### config.mk
export PLATFORM = sky130hd
export DESIGN_NAME = e1mfa_top
export DESIGN_NICKNAME = d
export VERILOG_FILES = /design/src/rtl/e1mfa_pkg.sv /design/src/rtl/e1mfa_top.sv
export SDC_FILE = /design/constraint.sdc
export NUM_CORES = 1
export LEC_CHECK = 0
export ABC_CLOCK_PERIOD_IN_PS = 2000
export BUFFER_PORTS_ARGS = -buffer_cell sky130_fd_sc_hd__buf_4
export CORE_MARGIN = 5
export CORE_UTILIZATION = 51
export CTS_BUF_LIST = sky130_fd_sc_hd__clkbuf_16
export DETAILED_ROUTE_END_ITERATION = 10
export PLACE_DENSITY = 0.75
export RECOVER_POWER = 50
export SYNTH_ARGS = -nofsm -noshare
export SYNTH_HDL_FRONTEND = slang
export SYNTH_SLANG_ARGS = --single-unit
### constraint.sdc
create_clock -name clock_i -period 2 [get_ports clock_i]
set_clock_uncertainty 0.05 [all_clocks]
set_input_delay 0.3 -clock clock_i [delete_from_list [all_inputs] [get_ports clock_i]]
set_output_delay 0.3 -clock clock_i [all_outputs]
set_load 0.02 [all_outputs]
### src/rtl/e1mfa_pkg.sv
// Behaviour
// Interworking search with 400 ms timer when reframe config matches 0XXX1XX1.
// Interworking search wins over the 100 ms timer mode when both selected.
// Timer expiry without multiframe alignment flags no alignment, inhibits receive CRC-4.
// After expiry the transmitter keeps CRC-4 format with both E bits zero.
// Timer starts when primary basic frame alignment is first recovered.
// Timer resets only on framing loss, 915/1000 loss, reframe request, non-CRC-4 mode; the code also resets it on path reconfiguration.
// Primary basic frame loss checking runs continuously in every search state.
// No alignment in 8 ms starts a parallel basic search, timer untouched.
// Parallel searches are independent; later multiframe searches use the found candidate.
// Traffic keeps following the primary alignment during multiframe search.
// Alignment found before expiry adopts its candidate when it differs from primary.
// Path reconfiguration resets the whole interworking algorithm.
// Signaling multiframe is 16 frames; frame 0 bits 1-4 all zero.
// Frame 0 bits 5,7,8 are spare config bits 0-2; bit 6 is remote alarm.
// Signaling option places the transmit alignment pattern in FAS or non-FAS frame.
// Transmit signaling multiframe has no fixed phase to the CRC-4 multiframe.
// Signaling alignment lost on basic loss, two bad patterns, or two all-zero multiframes.
// Signaling alignment loss shows in bit 1 of the first status register.
// While lost: freeze signaling, control bits forced one, remote alarm status zero.
// While lost, send remote multiframe alarm when signaling config bit 4 is set.
// While lost, insert AIS in system transmit slot 16 when config bit 6 set.
// Signaling alignment on first 0000 after a slot 16 holding a one.
// Basic frame loss forces CRC-4 multiframe loss; search resumes after realignment.
// Alignment needs two signals within 8 ms spaced a multiple of 2 ms.
// Multiframe alignment signal in non-FAS bit 1 is 001011.
// The 400 ms interval is 3200 received 125 us frames.
package e1mfa_pkg;
  localparam int unsigned FRAME_US      = 125;
  localparam int unsigned IWT_MS        = 400;
  localparam int unsigned SRCH_MS       = 8;
  localparam int unsigned SPACE_MS      = 2;
  localparam int unsigned IWT_FRAMES    = IWT_MS * 1000 / FRAME_US;
  localparam int unsigned SRCH_FRAMES   = SRCH_MS * 1000 / FRAME_US;
  localparam int unsigned SPACE_FRAMES  = SPACE_MS * 1000 / FRAME_US;
  localparam logic [5:0]  MFA_PATTERN   = 6'h0b;
  localparam logic [3:0]  TS16_ALIGN    = 4'h0;
  localparam int unsigned ZERO_FRAMES   = 32;
  localparam logic [1:0]  ADDR_REFRAME  = 2'h0;
  localparam logic [1:0]  ADDR_SIGCFG   = 2'h1;
  localparam logic [1:0]  ADDR_SYSCFG   = 2'h2;
  localparam logic [1:0]  ADDR_STATUS   = 2'h3;
  localparam logic [7:0]  RST_CFG       = 8'h00;
  localparam int unsigned RF_CRC4       = 0;
  localparam int unsigned RF_IWK        = 3;
  localparam int unsigned RF_OFF        = 7;
  localparam int unsigned SC_ALARM      = 4;
  localparam int unsigned SC_NONFAS     = 5;
  localparam int unsigned SY_AIS        = 6;
  localparam int unsigned ST_SIG_LOST   = 1;
  localparam int unsigned ST_CRC_LOST   = 2;
  localparam int unsigned ST_IWK        = 3;
  typedef enum logic [3:0] {
    CS_LOST = 4'h1,
    CS_SRCH = 4'h2,
    CS_ALGN = 4'h4,
    CS_IWK  = 4'h8
  } e1mfa_crc_e;
  typedef enum logic [1:0] {
    SS_LOST = 2'h1,
    SS_ALGN = 2'h2
  } e1mfa_sig_e;
endpackage

### src/rtl/e1mfa_top.sv
// Design decisions made here: the placing of the registers and the strobed register port.
module e1mfa_top (
  input  wire logic       clock_i,        // 40 MHz
  input  wire logic       reset_i,        // Sync, active high
  input  wire logic [1:0] addr_i,         // Register index
  input  wire logic [7:0] wdata_i,        // Write data
  input  wire logic       wr_i,           // Write strobe
  input  wire logic       rd_i,           // Read strobe
  output logic      [7:0] rdata_o,        // Read data, next cycle
  input  wire logic       frame_i,        // Primary frame strobe
  input  wire logic [7:0] ts16_i,         // Slot 16 octet, bit 1 = msb
  input  wire logic       basic_aligned_i,// Primary basic alignment
  input  wire logic       loss_fas_i,     // Loss by framing bits
  input  wire logic       loss_crc915_i,  // Loss by 915/1000
  input  wire logic       reframe_req_i,  // On-demand reframe
  input  wire logic       path_reconfig_i,// Path reconfigured
  input  wire logic       cand_frame_i,   // Candidate frame strobe
  input  wire logic       cand_nfas_i,    // Candidate frame is non-FAS
  input  wire logic       cand_bit1_i,    // Candidate slot 0 bit 1
  input  wire logic       cand_differs_i, // Candidate differs from primary
  input  wire logic       tx_frame_i,     // Transmit frame strobe
  input  wire logic       tx_fas_i,       // Transmit frame is FAS
  output logic            new_search_o,   // Start parallel basic search
  output logic            adopt_cand_o,   // Replace primary by candidate
  output logic            crc4_mfa_o,     // CRC-4 multiframe aligned
  output logic            crc4_inhibit_o, // Receive CRC-4 inhibited
  output logic            e_bits_zero_o,  // Send both E bits zero
  output logic            sig_update_o,   // Signaling octet valid
  output logic      [2:0] rx_ctrl_o,      // Received spare bits
  output logic            rx_far_alarm_o, // Received remote alarm
  output logic      [7:0] tx_ts16_f0_o,   // Transmit frame 0 octet
  output logic            tx_mf_start_o,  // Transmit frame 0 now
  output logic            sys_ts16_ais_o  // AIS into system slot 16
);
  logic [7:0]  reframe_mode_config;
  logic [7:0]  signaling_spare_alarm_cfg;
  logic [7:0]  system_ts16_alarm_config;
  e1mfa_pkg::e1mfa_crc_e crc_st;
  e1mfa_pkg::e1mfa_sig_e sig_st;
  logic        iw_en;
  logic        crc4_mode;
  logic        tmr_kill;
  logic        basic_loss;
  logic        basic_prev;
  logic        tmr_armed;
  logic        tmr_run;
  logic [11:0] tmr_cnt;
  logic        tmr_exp;
  logic [5:0]  mfa_sh;
  logic        mfa_hit;
  logic [5:0]  win;
  logic        have_hit;
  logic [3:0]  hit_phase;
  logic        mfa_found;
  logic        win_end;
  logic [3:0]  mf_cnt;
  logic        prev_one;
  logic        bad_f0;
  logic        bad_prev;
  logic [5:0]  zero_cnt;
  logic        sig_loss;
  logic [3:0]  tx_cnt;
  logic        sig_lost;

  assign crc4_mode = reframe_mode_config[e1mfa_pkg::RF_CRC4];
  // 100 ms select bit is not looked at here
  assign iw_en = crc4_mode & reframe_mode_config[e1mfa_pkg::RF_IWK] &
                 ~reframe_mode_config[e1mfa_pkg::RF_OFF];
  assign basic_loss = loss_fas_i | loss_crc915_i | ~basic_aligned_i;
  assign tmr_kill = loss_fas_i | loss_crc915_i | reframe_req_i | ~crc4_mode |
                    path_reconfig_i;
  assign tmr_exp = tmr_run & frame_i &
                   (tmr_cnt == 12'(e1mfa_pkg::IWT_FRAMES - 1));
  assign mfa_hit = cand_frame_i & cand_nfas_i &
                   ({mfa_sh[4:0], cand_bit1_i} == e1mfa_pkg::MFA_PATTERN);
  assign mfa_found = mfa_hit & have_hit & (win[3:0] == hit_phase);
  assign win_end = cand_frame_i & (win == 6'(e1mfa_pkg::SRCH_FRAMES - 1));
  assign sig_lost = (sig_st != e1mfa_pkg::SS_ALGN);

  // Register port
  always_ff @(posedge clock_i) begin
    if (reset_i) begin
      reframe_mode_config       <= e1mfa_pkg::RST_CFG;
      signaling_spare_alarm_cfg <= e1mfa_pkg::RST_CFG;
      system_ts16_alarm_config  <= e1mfa_pkg::RST_CFG;
    end else if (wr_i) begin
      case (addr_i)
        e1mfa_pkg::ADDR_REFRAME: reframe_mode_config       <= wdata_i;
        e1mfa_pkg::ADDR_SIGCFG:  signaling_spare_alarm_cfg <= wdata_i;
        e1mfa_pkg::ADDR_SYSCFG:  system_ts16_alarm_config  <= wdata_i;
        default: ;
      endcase
    end
  end

  always_ff @(posedge clock_i) begin
    if (reset_i) begin
      rdata_o <= 8'h00;
    end else if (rd_i) begin
      case (addr_i)
        e1mfa_pkg::ADDR_REFRAME: rdata_o <= reframe_mode_config;
        e1mfa_pkg::ADDR_SIGCFG:  rdata_o <= signaling_spare_alarm_cfg;
        e1mfa_pkg::ADDR_SYSCFG:  rdata_o <= system_ts16_alarm_config;
        default: begin
          rdata_o <= 8'h00;
          rdata_o[e1mfa_pkg::ST_SIG_LOST] <= sig_lost;
          rdata_o[e1mfa_pkg::ST_CRC_LOST] <= (crc_st != e1mfa_pkg::CS_ALGN);
          rdata_o[e1mfa_pkg::ST_IWK] <= (crc_st == e1mfa_pkg::CS_IWK);
        end
      endcase
    end else begin
      rdata_o <= 8'h00;
    end
  end

  // Interworking timer
  always_ff @(posedge clock_i) begin
    if (reset_i) begin
      basic_prev <= 1'b0;
      tmr_armed  <= 1'b1;
      tmr_run    <= 1'b0;
      tmr_cnt    <= 12'h000;
    end else begin
      basic_prev <= basic_aligned_i;
      if (tmr_kill) begin
        tmr_armed <= 1'b1;
        tmr_run   <= 1'b0;
        tmr_cnt   <= 12'h000;
      end else if (basic_aligned_i & ~basic_prev & tmr_armed & iw_en) begin
        tmr_armed <= 1'b0;
        tmr_run   <= 1'b1;
        tmr_cnt   <= 12'h000;
      end else if (tmr_exp | (crc_st == e1mfa_pkg::CS_ALGN)) begin
        tmr_run <= 1'b0;
      end else if (tmr_run & frame_i) begin
        tmr_cnt <= tmr_cnt + 12'h001;
      end
    end
  end

  // CRC-4 multiframe search on the candidate alignment
  always_ff @(posedge clock_i) begin
    if (reset_i || crc_st != e1mfa_pkg::CS_SRCH) begin
      mfa_sh    <= 6'h3f;
      win       <= 6'h00;
      have_hit  <= 1'b0;
      hit_phase <= 4'h0;
    end else if (win_end & ~mfa_found) begin
      mfa_sh    <= 6'h3f;
      win       <= 6'h00;
      have_hit  <= 1'b0;
    end else if (cand_frame_i) begin
      win <= win + 6'h01;
      if (cand_nfas_i) begin
        mfa_sh <= {mfa_sh[4:0], cand_bit1_i};
      end
      if (mfa_hit & ~mfa_found) begin
        have_hit  <= 1'b1;
        hit_phase <= win[3:0];
      end
    end
  end

  always_ff @(posedge clock_i) begin
    if (reset_i || path_reconfig_i) begin
      crc_st <= e1mfa_pkg::CS_LOST;
    end else if (basic_loss | ~crc4_mode | reframe_req_i) begin
      crc_st <= e1mfa_pkg::CS_LOST;
    end else begin
      case (crc_st)
        e1mfa_pkg::CS_LOST: crc_st <= e1mfa_pkg::CS_SRCH;
        e1mfa_pkg::CS_SRCH: begin
          if (mfa_found) begin
            crc_st <= e1mfa_pkg::CS_ALGN;
          end else if (tmr_exp & iw_en) begin
            crc_st <= e1mfa_pkg::CS_IWK;
          end
        end
        e1mfa_pkg::CS_ALGN: crc_st <= e1mfa_pkg::CS_ALGN;
        e1mfa_pkg::CS_IWK:  crc_st <= e1mfa_pkg::CS_IWK;
        default:            crc_st <= e1mfa_pkg::CS_LOST;
      endcase
    end
  end

  // Search side outputs; traffic stays on primary until adopt
  always_ff @(posedge clock_i) begin
    if (reset_i) begin
      new_search_o   <= 1'b0;
      adopt_cand_o   <= 1'b0;
      crc4_mfa_o     <= 1'b0;
      crc4_inhibit_o <= 1'b0;
      e_bits_zero_o  <= 1'b0;
    end else begin
      new_search_o <= (crc_st == e1mfa_pkg::CS_SRCH) & win_end & ~mfa_found &
                      ~basic_loss;
      adopt_cand_o <= (crc_st == e1mfa_pkg::CS_SRCH) & mfa_found &
                      cand_differs_i & ~basic_loss;
      crc4_mfa_o     <= (crc_st == e1mfa_pkg::CS_ALGN);
      crc4_inhibit_o <= (crc_st == e1mfa_pkg::CS_IWK);
      e_bits_zero_o  <= (crc_st == e1mfa_pkg::CS_IWK);
    end
  end

  // Slot 16 signaling multiframe receive
  assign bad_f0 = frame_i & (mf_cnt == 4'h0) & (ts16_i[7:4] != e1mfa_pkg::TS16_ALIGN);
  assign sig_loss = basic_loss | path_reconfig_i | (bad_f0 & bad_prev) |
                    (frame_i & (ts16_i == 8'h00) &
                     (zero_cnt == 6'(e1mfa_pkg::ZERO_FRAMES - 1)));

  always_ff @(posedge clock_i) begin
    if (reset_i) begin
      prev_one <= 1'b0;
      zero_cnt <= 6'h00;
    end else if (frame_i) begin
      prev_one <= (ts16_i != 8'h00);
      if (ts16_i != 8'h00 || sig_lost) begin
        zero_cnt <= 6'h00;
      end else if (zero_cnt != 6'(e1mfa_pkg::ZERO_FRAMES - 1)) begin
        zero_cnt <= zero_cnt + 6'h01;
      end
    end
  end

  always_ff @(posedge clock_i) begin
    if (reset_i) begin
      sig_st   <= e1mfa_pkg::SS_LOST;
      mf_cnt   <= 4'h0;
      bad_prev <= 1'b0;
    end else begin
      case (sig_st)
        e1mfa_pkg::SS_LOST: begin
          bad_prev <= 1'b0;
          if (frame_i & basic_aligned_i & ~path_reconfig_i & prev_one &
              (ts16_i[7:4] == e1mfa_pkg::TS16_ALIGN)) begin
            sig_st <= e1mfa_pkg::SS_ALGN;
            mf_cnt <= 4'h1;
          end
        end
        e1mfa_pkg::SS_ALGN: begin
          if (sig_loss) begin
            sig_st <= e1mfa_pkg::SS_LOST;
          end else if (frame_i) begin
            mf_cnt <= mf_cnt + 4'h1;
            if (mf_cnt == 4'h0) begin
              bad_prev <= bad_f0;
            end
          end
        end
        default: sig_st <= e1mfa_pkg::SS_LOST;
      endcase
    end
  end

  always_ff @(posedge clock_i) begin
    if (reset_i) begin
      sig_update_o   <= 1'b0;
      rx_ctrl_o      <= 3'h7;
      rx_far_alarm_o <= 1'b0;
    end else if (sig_lost | sig_loss) begin
      sig_update_o   <= 1'b0;
      rx_ctrl_o      <= 3'h7;
      rx_far_alarm_o <= 1'b0;
    end else begin
      sig_update_o <= frame_i & (mf_cnt != 4'h0);
      if (frame_i & (mf_cnt == 4'h0)) begin
        rx_ctrl_o      <= {ts16_i[3], ts16_i[1], ts16_i[0]};
        rx_far_alarm_o <= ts16_i[2];
      end
    end
  end

  // Slot 16 signaling multiframe transmit, free of CRC-4 phase
  always_ff @(posedge clock_i) begin
    if (reset_i) begin
      tx_cnt        <= 4'h0;
      tx_mf_start_o <= 1'b0;
    end else begin
      tx_mf_start_o <= tx_frame_i & (tx_cnt == 4'h0) &
                       (tx_fas_i != signaling_spare_alarm_cfg[e1mfa_pkg::SC_NONFAS]);
      if (tx_frame_i) begin
        if (tx_cnt == 4'h0 && tx_fas_i == signaling_spare_alarm_cfg[e1mfa_pkg::SC_NONFAS]) begin
          tx_cnt <= 4'h0;
        end else begin
          tx_cnt <= tx_cnt + 4'h1;
        end
      end
    end
  end

  always_ff @(posedge clock_i) begin
    if (reset_i) begin
      tx_ts16_f0_o   <= 8'h00;
      sys_ts16_ais_o <= 1'b0;
    end else begin
      tx_ts16_f0_o <= {e1mfa_pkg::TS16_ALIGN, signaling_spare_alarm_cfg[0],
                       sig_lost & signaling_spare_alarm_cfg[e1mfa_pkg::SC_ALARM],
                       signaling_spare_alarm_cfg[1], signaling_spare_alarm_cfg[2]};
      sys_ts16_ais_o <= sig_lost &
                        system_ts16_alarm_config[e1mfa_pkg::SY_AIS];
    end
  end
endmodule

* After elaboration in Yosys (flattened, before gate mapping)
Index checks and enable logic that the tools add are counted.
** Storage, ports and cells
- Input bits :: 34
- Bits in registers :: 104
- Logic and storage cells :: 169
- Output and inout bits :: 28
** Cells by class
- Equality and inequality tests :: 25
- Add/subtract/negate cells :: 5
- Multiplexer cells :: 20
- Reductions and logical operators :: 32
- Bitwise gates (word level) :: 57
** Operators by type and width (count)
- AND 1 bit :: 35
- two-way mux 4 bit :: 6
- case mux 8 bit (3 select lines) :: 1
- case mux 4 bit (4 select lines) :: 1
- AND reduction 2 bit :: 8
- adder 12 x 1 -> 12 bit, second input constant :: 1
- adder 6 x 1 -> 6 bit, second input constant :: 2
- equality test 12 bit, second input constant :: 1
- zero test 4 bit :: 3
- two-way mux 6 bit :: 2
- != test 2 bit, second input constant :: 6
- bitwise OR 1 bit :: 12
- NOT 1 bit :: 10
- OR reduction 2 bit :: 5
- adder 4 x 1 -> 4 bit, second input constant :: 2
- zero test 8 bit :: 1
- case mux 4 bit (2 select lines) :: 1
- AND reduction 4 bit :: 2
- nonzero test 4 bit :: 2
- nonzero test 8 bit :: 1
- equality test 6 x 4 -> 1 bit, second input constant :: 1
- equality test 6 x 5 -> 1 bit, second input constant :: 1
- equality test 6 bit, second input constant :: 1
- != test 6 x 5 -> 1 bit, second input constant :: 1
- 22 further kinds :: 33

* Depth between registers and ports, before layout
Gate-level depths: netlist of run 1.
- Depth after elaboration :: 8
- Gate-level depth with buffers :: 7
- Gate-level depth less buffers :: 7

* Worst setup path after synthesis of run 1
No wires, ideal clock.
- Kind :: in2reg
- Start :: in ts16_i[5]
- End :: reg mf_cnt[2]
- Stages :: 6
- Data arrival time :: 1.974 ns
- Setup slack :: -0.089 ns
- Path buffers :: 1
- Required time :: 1.885 ns
- Library setup time :: 0.065 ns
- Cell sequence :: or4_1 > buf_2 > and4_4 > a2111oi_0 > mux2_2 > nor2_1
** On the way
- Word-level cells in the longest chain between the ends :: 7
- Elaborated cells on any way between the ends :: 13
- Those cells by class :: eq/ne (2); bitwise (7); reduce/logical (4)
** Ends and longest elaborated chain
- start, declared :: RTL line e1mfa_top.sv:11 : input wire logic [7:0] ts16_i,
- nonzero test 4 bit :: RTL line e1mfa_top.sv:206 : assign bad_f0 = frame_i & (mf_cnt == 4'h0) & (ts16_i[7:4] != e1mfa_pkg::TS16_ALIGN);
- AND 1 bit :: RTL line e1mfa_top.sv:206
- AND 1 bit :: RTL line e1mfa_top.sv:207 : assign sig_loss = basic_loss | path_reconfig_i | (bad_f0 & bad_prev) |
- bitwise OR 1 bit (2 in a row) :: RTL line e1mfa_top.sv:207
- != test 2 bit (no source line)
- AND reduction 4 bit (no source line) *
- end signal, assigned :: RTL line e1mfa_top.sv:244 : mf_cnt <= mf_cnt + 4'h1;
- end, declared :: RTL line e1mfa_top.sv:56 : logic [3:0] mf_cnt;
Mark *: on every way between the ends. The rest lies on a longest branch, timed or not.
A chain may end at the register's enable or synchronous reset.

* Final worst setup path of run 1
- Start :: reg zero_cnt[0]
- End :: reg mf_cnt[0]
** On the way
- Word-level cells in the longest chain between the ends :: 5
** Ends and longest elaborated chain
- start, declared :: RTL line e1mfa_top.sv:60 : logic [5:0] zero_cnt;
- start signal, assigned :: RTL line e1mfa_top.sv:220 : zero_cnt <= zero_cnt + 6'h01;
- equality test 6 x 5 -> 1 bit :: RTL line e1mfa_top.sv:209 : (zero_cnt == 6'(e1mfa_pkg::ZERO_FRAMES - 1)));
- AND 1 bit :: RTL line e1mfa_top.sv:208 : (frame_i & (ts16_i == 8'h00) &
- bitwise OR 1 bit :: RTL line e1mfa_top.sv:207
- != test 2 bit (no source line)
- AND reduction 4 bit (no source line)
Every way passes these cells.

==> reports/metrics.cfg, run 1 <==
[outcome]
status=complete, but fails checks
violations=max-capacitance violations, max-slew violations

[yosys]
yosys.area.top_type=dfxtp_1
ys_seq_area_share_pct=46.4
synth_most_common_cell=dfxtp_1
synthArstFlopShare_pct=0
netlist_area_um2=4310
synth_seq_cells=100
synth_edf_count=0
synth_common_cells=dfxtp_1, nor2_1, nand2_1
synthCells=471
yosys_most_used_dff=dfxtp_1
synth.top_cell.area_share_pct=46.4
synth_cell_type_count=56
synthTopCellsByArea=dfxtp_1, mux2i_1, nor2_1, nand2_1, nand3_1
ys.warnings.count=0
synth_area_per_cell_um2=9.15

[placed_design]
portBuffers=57
gp_routability_congestion=0.839
place_ws_ns=-0.104
dp.cells=637
dp_hpwl_um=6820

[layout]
fill_cells=701
syn_to_final_growth_pct=21.6
multi_input_area_um2=2220
nets=587
regArea_um2=2000
drive_above_1_share_pct=16.5
fin_cells=655
antenna_cells=0

[route]
vias_per_cell=5.43
first_iter_violations=169
antenna_left=0
dr_wl_met3_um=539
wl_met1_um=4190
highest_layer=met4
firstDrtPassIters=4
drc_errors=0
num_vias=3554
wl_um=9500
route.met2.wl_um=4640
wl_per_cell_um=14.5

[power]
power_mw=4.12
p_int_mw=3.22
p_clk_share_pct=44.6
power.share.switching_pct=21.9
power_switching_uw=903
p_seq_share_pct=49.5
power_density_nw_per_um2=786
p_leak_nw=2.03
combinationalPowerShare_pct=5.9
ir_drop_v=0.000428

[clock_network]
cts.sinks=100
clkSlewWorstSetupHoldPaths_ns=0.07
root_buffer=clkbuf_16
cts_made_buffers=9
cts.hold.buffers_added=0
clk_latency_ns=0.34
cts_tree=built
cts_buffer_depth=2
htreeDepth=3

[critical_path]
path_class=reg -> reg
crit_path_frequent_cell=buf_4
worst-path-buf-inv=2
crit_chain=ha_1 -> nor2b_1 -> and2_1 -> buf_4 -> a2111oi_4 -> buf_4 -> nor3_1 -> a211oi_1
slowest_delay_ns=0.32
slowest_stage=dfxtp_1
critPathRequiredTime_ns=2.18
cp-end-kind=flop
crit_fanout=5
crit_family=compound AO/OA/AOI/OAI gates
cp.arrival_ns=2.08
start_kind=flop

[die]
die_x_um=102
core_region_area_um2=8220
dieArea_um2=10400
start_util_pct=52.5
ios=62
rows=33
die_y_um=102

[global_route]
grt-ovfl-total=0
grt_pass1_vias=3479
grt_first_pass_wirelength_um=16100
grt_use_total_pct=19.3
grt_start_max_net_pins=36
antenna_found_initial=0

[sta]
finalHoldWorstSlack_ns=0.132
period_needed_ns=1.90
finalMaxSlewViolations=36
setup_viol=0
slew_headroom_pct=-3.93
setup_ws_ns=0.0960
tightest_slew_ns=1.56
hold_violations=0
clock.fmax_mhz=525
period_share_pct=95.2

[flow_run]
cap_violations=1

[hold_path]
holdCritPathClass=in -> reg

## stage by stage
step | util [%] | TNS [ns] | cell area, um^2
global placement | 60.5 | -0.0714 | 4970
CTS | 64.4 | 0 | 5290
floorplan | - | -0.0228 | 4330
detailed placement | 60.5 | -0.354 | 4970
finish | 63.8 | 0 | 5240
global route | 63.8 | -0.0139 | 5240
## final cells by class
class | count | area share [%]
flip-flops and latches | 100 | 38.2
inverters | 7 | 0.501
repair buffers | 86 | 10.5
well taps | 105 | 2.51
multi-input cells | 342 | 42.3
clock buffers | 9 | 4.30
clock inverters | 6 | 1.69
## what timing repair did
item,4_1_cts,5_1_grt
pin swaps,0,3
buffers inserted,0,3
endpoints found under the setup margin,4,15
gates resized for setup,1,5
## flip-flops by register name, indices dropped and copies added, names as in the netlist, 2 cells and up
| register | count |
|---|---|
| mfa_sh | 5 |
| signaling_spare_alarm_cfg | 8 |
| tmr_cnt | 12 |
| rx_ctrl_o | 3 |
| system_ts16_alarm_config | 8 |
| crc_st | 4 |
| mf_cnt | 4 |
| tx_ts16_f0_o | 4 |
| hit_phase | 4 |
| sig_st | 2 |
| zero_cnt | 6 |
| win | 6 |
| rdata_o | 8 |
| tx_cnt | 4 |
| reframe_mode_config | 8 |
## worst min-delay path, delay by kind of cell
family                 cells  cell delay (ns)
and+or+nand+nor            2             0.10
buffers and inverters      1             0.08
## power by group through the flow
| stage | sequential, mW | combinational, mW | clock, mW |
|---|---|---|---|
| finish | 2.04 | 0.244 | 1.84 |
| floorplan | 2.09 | 0.140 | 0 |
| global placement | 2.08 | 0.243 | 0 |
| global route | 2.04 | 0.269 | 1.94 |
| detailed placement | 2.08 | 0.249 | 0 |
| CTS | 2.04 | 0.251 | 1.86 |
## metal layers
layer,global-route usage (%),vias to the layer above
met2,32.8,78
met5,0,-
met1,24.5,1682
met4,5.95,0
li1,-,1785
met3,4.30,9
## logic make-up (layout without fill, tap and decap cells)
logic type | Yosys count | count (layout) | share of synthesized area, %
AOI/OAI and AO/OA | 48 | 48 | 7.81
xor gates and xnor gates | 28 | 28 | 5.69
adders and majority gates | 7 | 7 | 2.03
buffers and inverters | 32 | 108 | 3.25
DFF | 100 | 100 | 46.4
muxes | 34 | 34 | 8.79
other | 1 | 4 | 0.0870
and+or+nand+nor | 221 | 221 | 25.9
## placed cells by master, fill, tap and decap left out, drive strengths merged, types with 3 or more instances in the layout
cell type | netlist | final
dfxtp | 100 | 100
nor2 | 74 | 74
buf | 8 | 60
nand2 | 46 | 46
clkbuf | 17 | 35
nand3 | 33 | 33
mux2i | 30 | 30
a21oi | 21 | 21
xor2 | 15 | 15
xnor2 | 13 | 13
nand4 | 11 | 11
nor2b | 11 | 11
ha | 7 | 7
inv | 6 | 7
nor3 | 6 | 6
nor4 | 6 | 6
and3 | 5 | 5
a2111oi | 5 | 5
a211oi | 4 | 4
conb | 1 | 4
nor3b | 4 | 4
o21ai | 4 | 4
and4b | 3 | 3
and2 | 3 | 3
mux4 | 3 | 3
clkinv | 1 | 3
nor4b | 3 | 3
## path summary, 6_finish.rpt
path | cells past startpoint | end | slack, ns | from
setup / recovery | 8 | mf_cnt[0] | 0.1 | zero_cnt[0]
hold / removal | 3 | mfa_sh[0] | 0.13 | cand_bit1_i
setup reg to reg | 8 | mf_cnt[0] | 0.1 | zero_cnt[0]
hold reg to reg | 2 | system_ts16_alarm_config[7] | 0.41 | system_ts16_alarm_config[7]
(Power assumes the default switching activity.)
==> run 2, diff against run 1 <==
ABC_CLOCK_PERIOD_IN_PS = 1750   (was 2000)
clock period = 1.75 ns   (was 2 ns; I/O delays follow)
==> run 2 against run 1 <==
Against the previous run: the run now ends clean; utilization up 5.0 points; clock power up 21%; first-iteration DRC count up 5.9%; largest cell class unchanged; largest power group unchanged.
==> reports/metrics.cfg, run 2 (same netlist as run 1, synthesis figures left out) <==
[placed_design]
gp_routability_congestion=0.837
portBuffers=57
dp_hpwl_um=7230

[critical_path]
r2r_slack_ns=0.0009
worstReg2RegStart=zero_cnt[0]
cp-end-kind=flop
slowest_delay_ns=0.34
crit_family=simple AND/OR/NAND/NOR gates
crit_fanout=5
cp.arrival_ns=1.96
crit_chain=ha_4 -> nor2b_4 -> and2_4 -> buf_6 -> a2111oi_4 -> mux2_4 -> nor2_1
start_kind=flop
worst-path-buf-inv=1
path_class=reg -> reg
critPathRequiredTime_ns=1.96
slowest_stage=dfxtp_2
r2r_cells=7
rr_endpoint=mf_cnt[2]

[sta]
period_share_pct=100
period_needed_ns=1.75
finalMaxSlewViolations=0
rsz0062_at_grt=true
setup_viol=0
hold_violations=0
finalHoldWorstSlack_ns=0.103
clock.fmax_mhz=572
slew_headroom_pct=53.1
tightest_slew_ns=0.703

[layout]
syn_to_final_growth_pct=31.1
fin_util_pct=68.8
drive_above_1_share_pct=25.8
final_common_cell=dfxtp_1
nets=619
layout_common_cells=dfxtp_1, buf_4, nor2_1
antenna_cells=0
largest_reg_flops=12
largest-register=tmr_cnt

[power]
combinationalPowerShare_pct=6.3
p_clk_share_pct=45.7
p_leak_nw=2.23
power.share.switching_pct=20.9
power_density_nw_per_um2=859
power_switching_mw=1.02
p_seq_share_pct=48.0
ir_drop_v=0.000695
p_int_mw=3.84

[flow_run]
cap_violations=0

[global_route]
grt_start_max_net_pins=36
grt_first_pass_wirelength_um=16600
grt_pass1_vias=3654
grt_use_total_pct=19.9
grt-ovfl-total=0
antenna_found_initial=0

[die]
die_x_um=102
rows=33
die_y_um=102
core_region_area_um2=8220
ios=62
dieArea_um2=10400
start_util_pct=52.5

[hold_path]
min_path_cells=3
hold_start=cand_bit1_i
min_to=mfa_sh[0]
holdCritPathClass=in -> reg

[clock_network]
htreeDepth=3
clkSlewWorstSetupHoldPaths_ns=0.07
clk_latency_ns=0.33
root_buffer=clkbuf_16
cts_tree=built
cts.sinks=100
cts_made_buffers=9
cts_buffer_depth=2

[route]
wl_um=10200
antenna_left=0
firstDrtPassIters=4
vias_per_cell=5.32
num_vias=3654
drc_errors=0
wl_per_cell_um=14.9
first_iter_violations=179

[outcome]
status=complete, no violations

==> run 2: worst max-delay path by stage <==
stage	end	depth (start not counted)	start	slack, ns
3_5_place_dp	mf_cnt[2]	8	ts16_i[5]	-0.19
4_1_cts	tmr_cnt[1]	7	tmr_cnt[1]	0.004
5_1_grt	crc_st[1]	7	tmr_cnt[1]	-0.05
3_3_place_gp	mf_cnt[2]	8	ts16_i[5]	-0.15
6_report	mf_cnt[2]	7	zero_cnt[0]	0.0009
2_1_floorplan	mf_cnt[3]	6	ts16_i[5]	-0.08
==> run 2: stage by stage <==
step	setup WS (ns)	area (um^2)	power, mW	setup TNS [ns]	instances
after global placement	-0.147	5260	2.68	-1.42	667
after CTS	0.00431	5650	4.90	0	684
after global routing	-0.0539	5650	5.03	-0.236	687
after detailed placement	-0.191	5260	2.69	-2.26	667
final	0.000874	5650	4.86	0	687
after floorplan	-0.0773	4390	2.55	-0.182	474
==> run 2: worst register-to-register path, stage by stage (launching register included) <==
cell       delay, ns
dfxtp_2         0.34
ha_4            0.15
nor2b_4         0.12
and2_4          0.19
buf_6           0.12
a2111oi_4       0.30
mux2_4          0.33
nor2_1          0.08
==> run 2: power by group through the flow <==
stage | Sequential, mW | Combinational [mW] | Clock [mW]
after floorplan | 2.39 | 0.162 | 0
after global placement | 2.38 | 0.301 | 0
after detailed placement | 2.38 | 0.308 | 0
after CTS | 2.33 | 0.311 | 2.26
after global routing | 2.33 | 0.334 | 2.37
final | 2.33 | 0.305 | 2.22
==> run 2: per-layer routing <==
layer  track usage (%)  part of all wire (%)  up-vias
li1                  -                     -     1842
met1              24.2                    44     1742
met2              35.7                    51       63
met3              4.71                   4.5        7
met4              4.54                  0.72        0
met5                 0                     0        -
==> run 2: final cells by class <==
cell class | instances | area, um^2
well taps | 105 | 131
clock buffers | 9 | 225
flip-flops and latches | 100 | 2010
fillers | 652 | 2560
repair buffers | 118 | 801
multi-input cells | 342 | 2350
clock inverters | 6 | 114
inverters | 7 | 26.3
==> run 2: repair_timing <==
action	CTS	global route
gates cloned	0	0
pin swaps	7	4
setup buffers	2	3
hold buffers	0	0
setup endpoints to repair	7	33
resized for setup	9	20
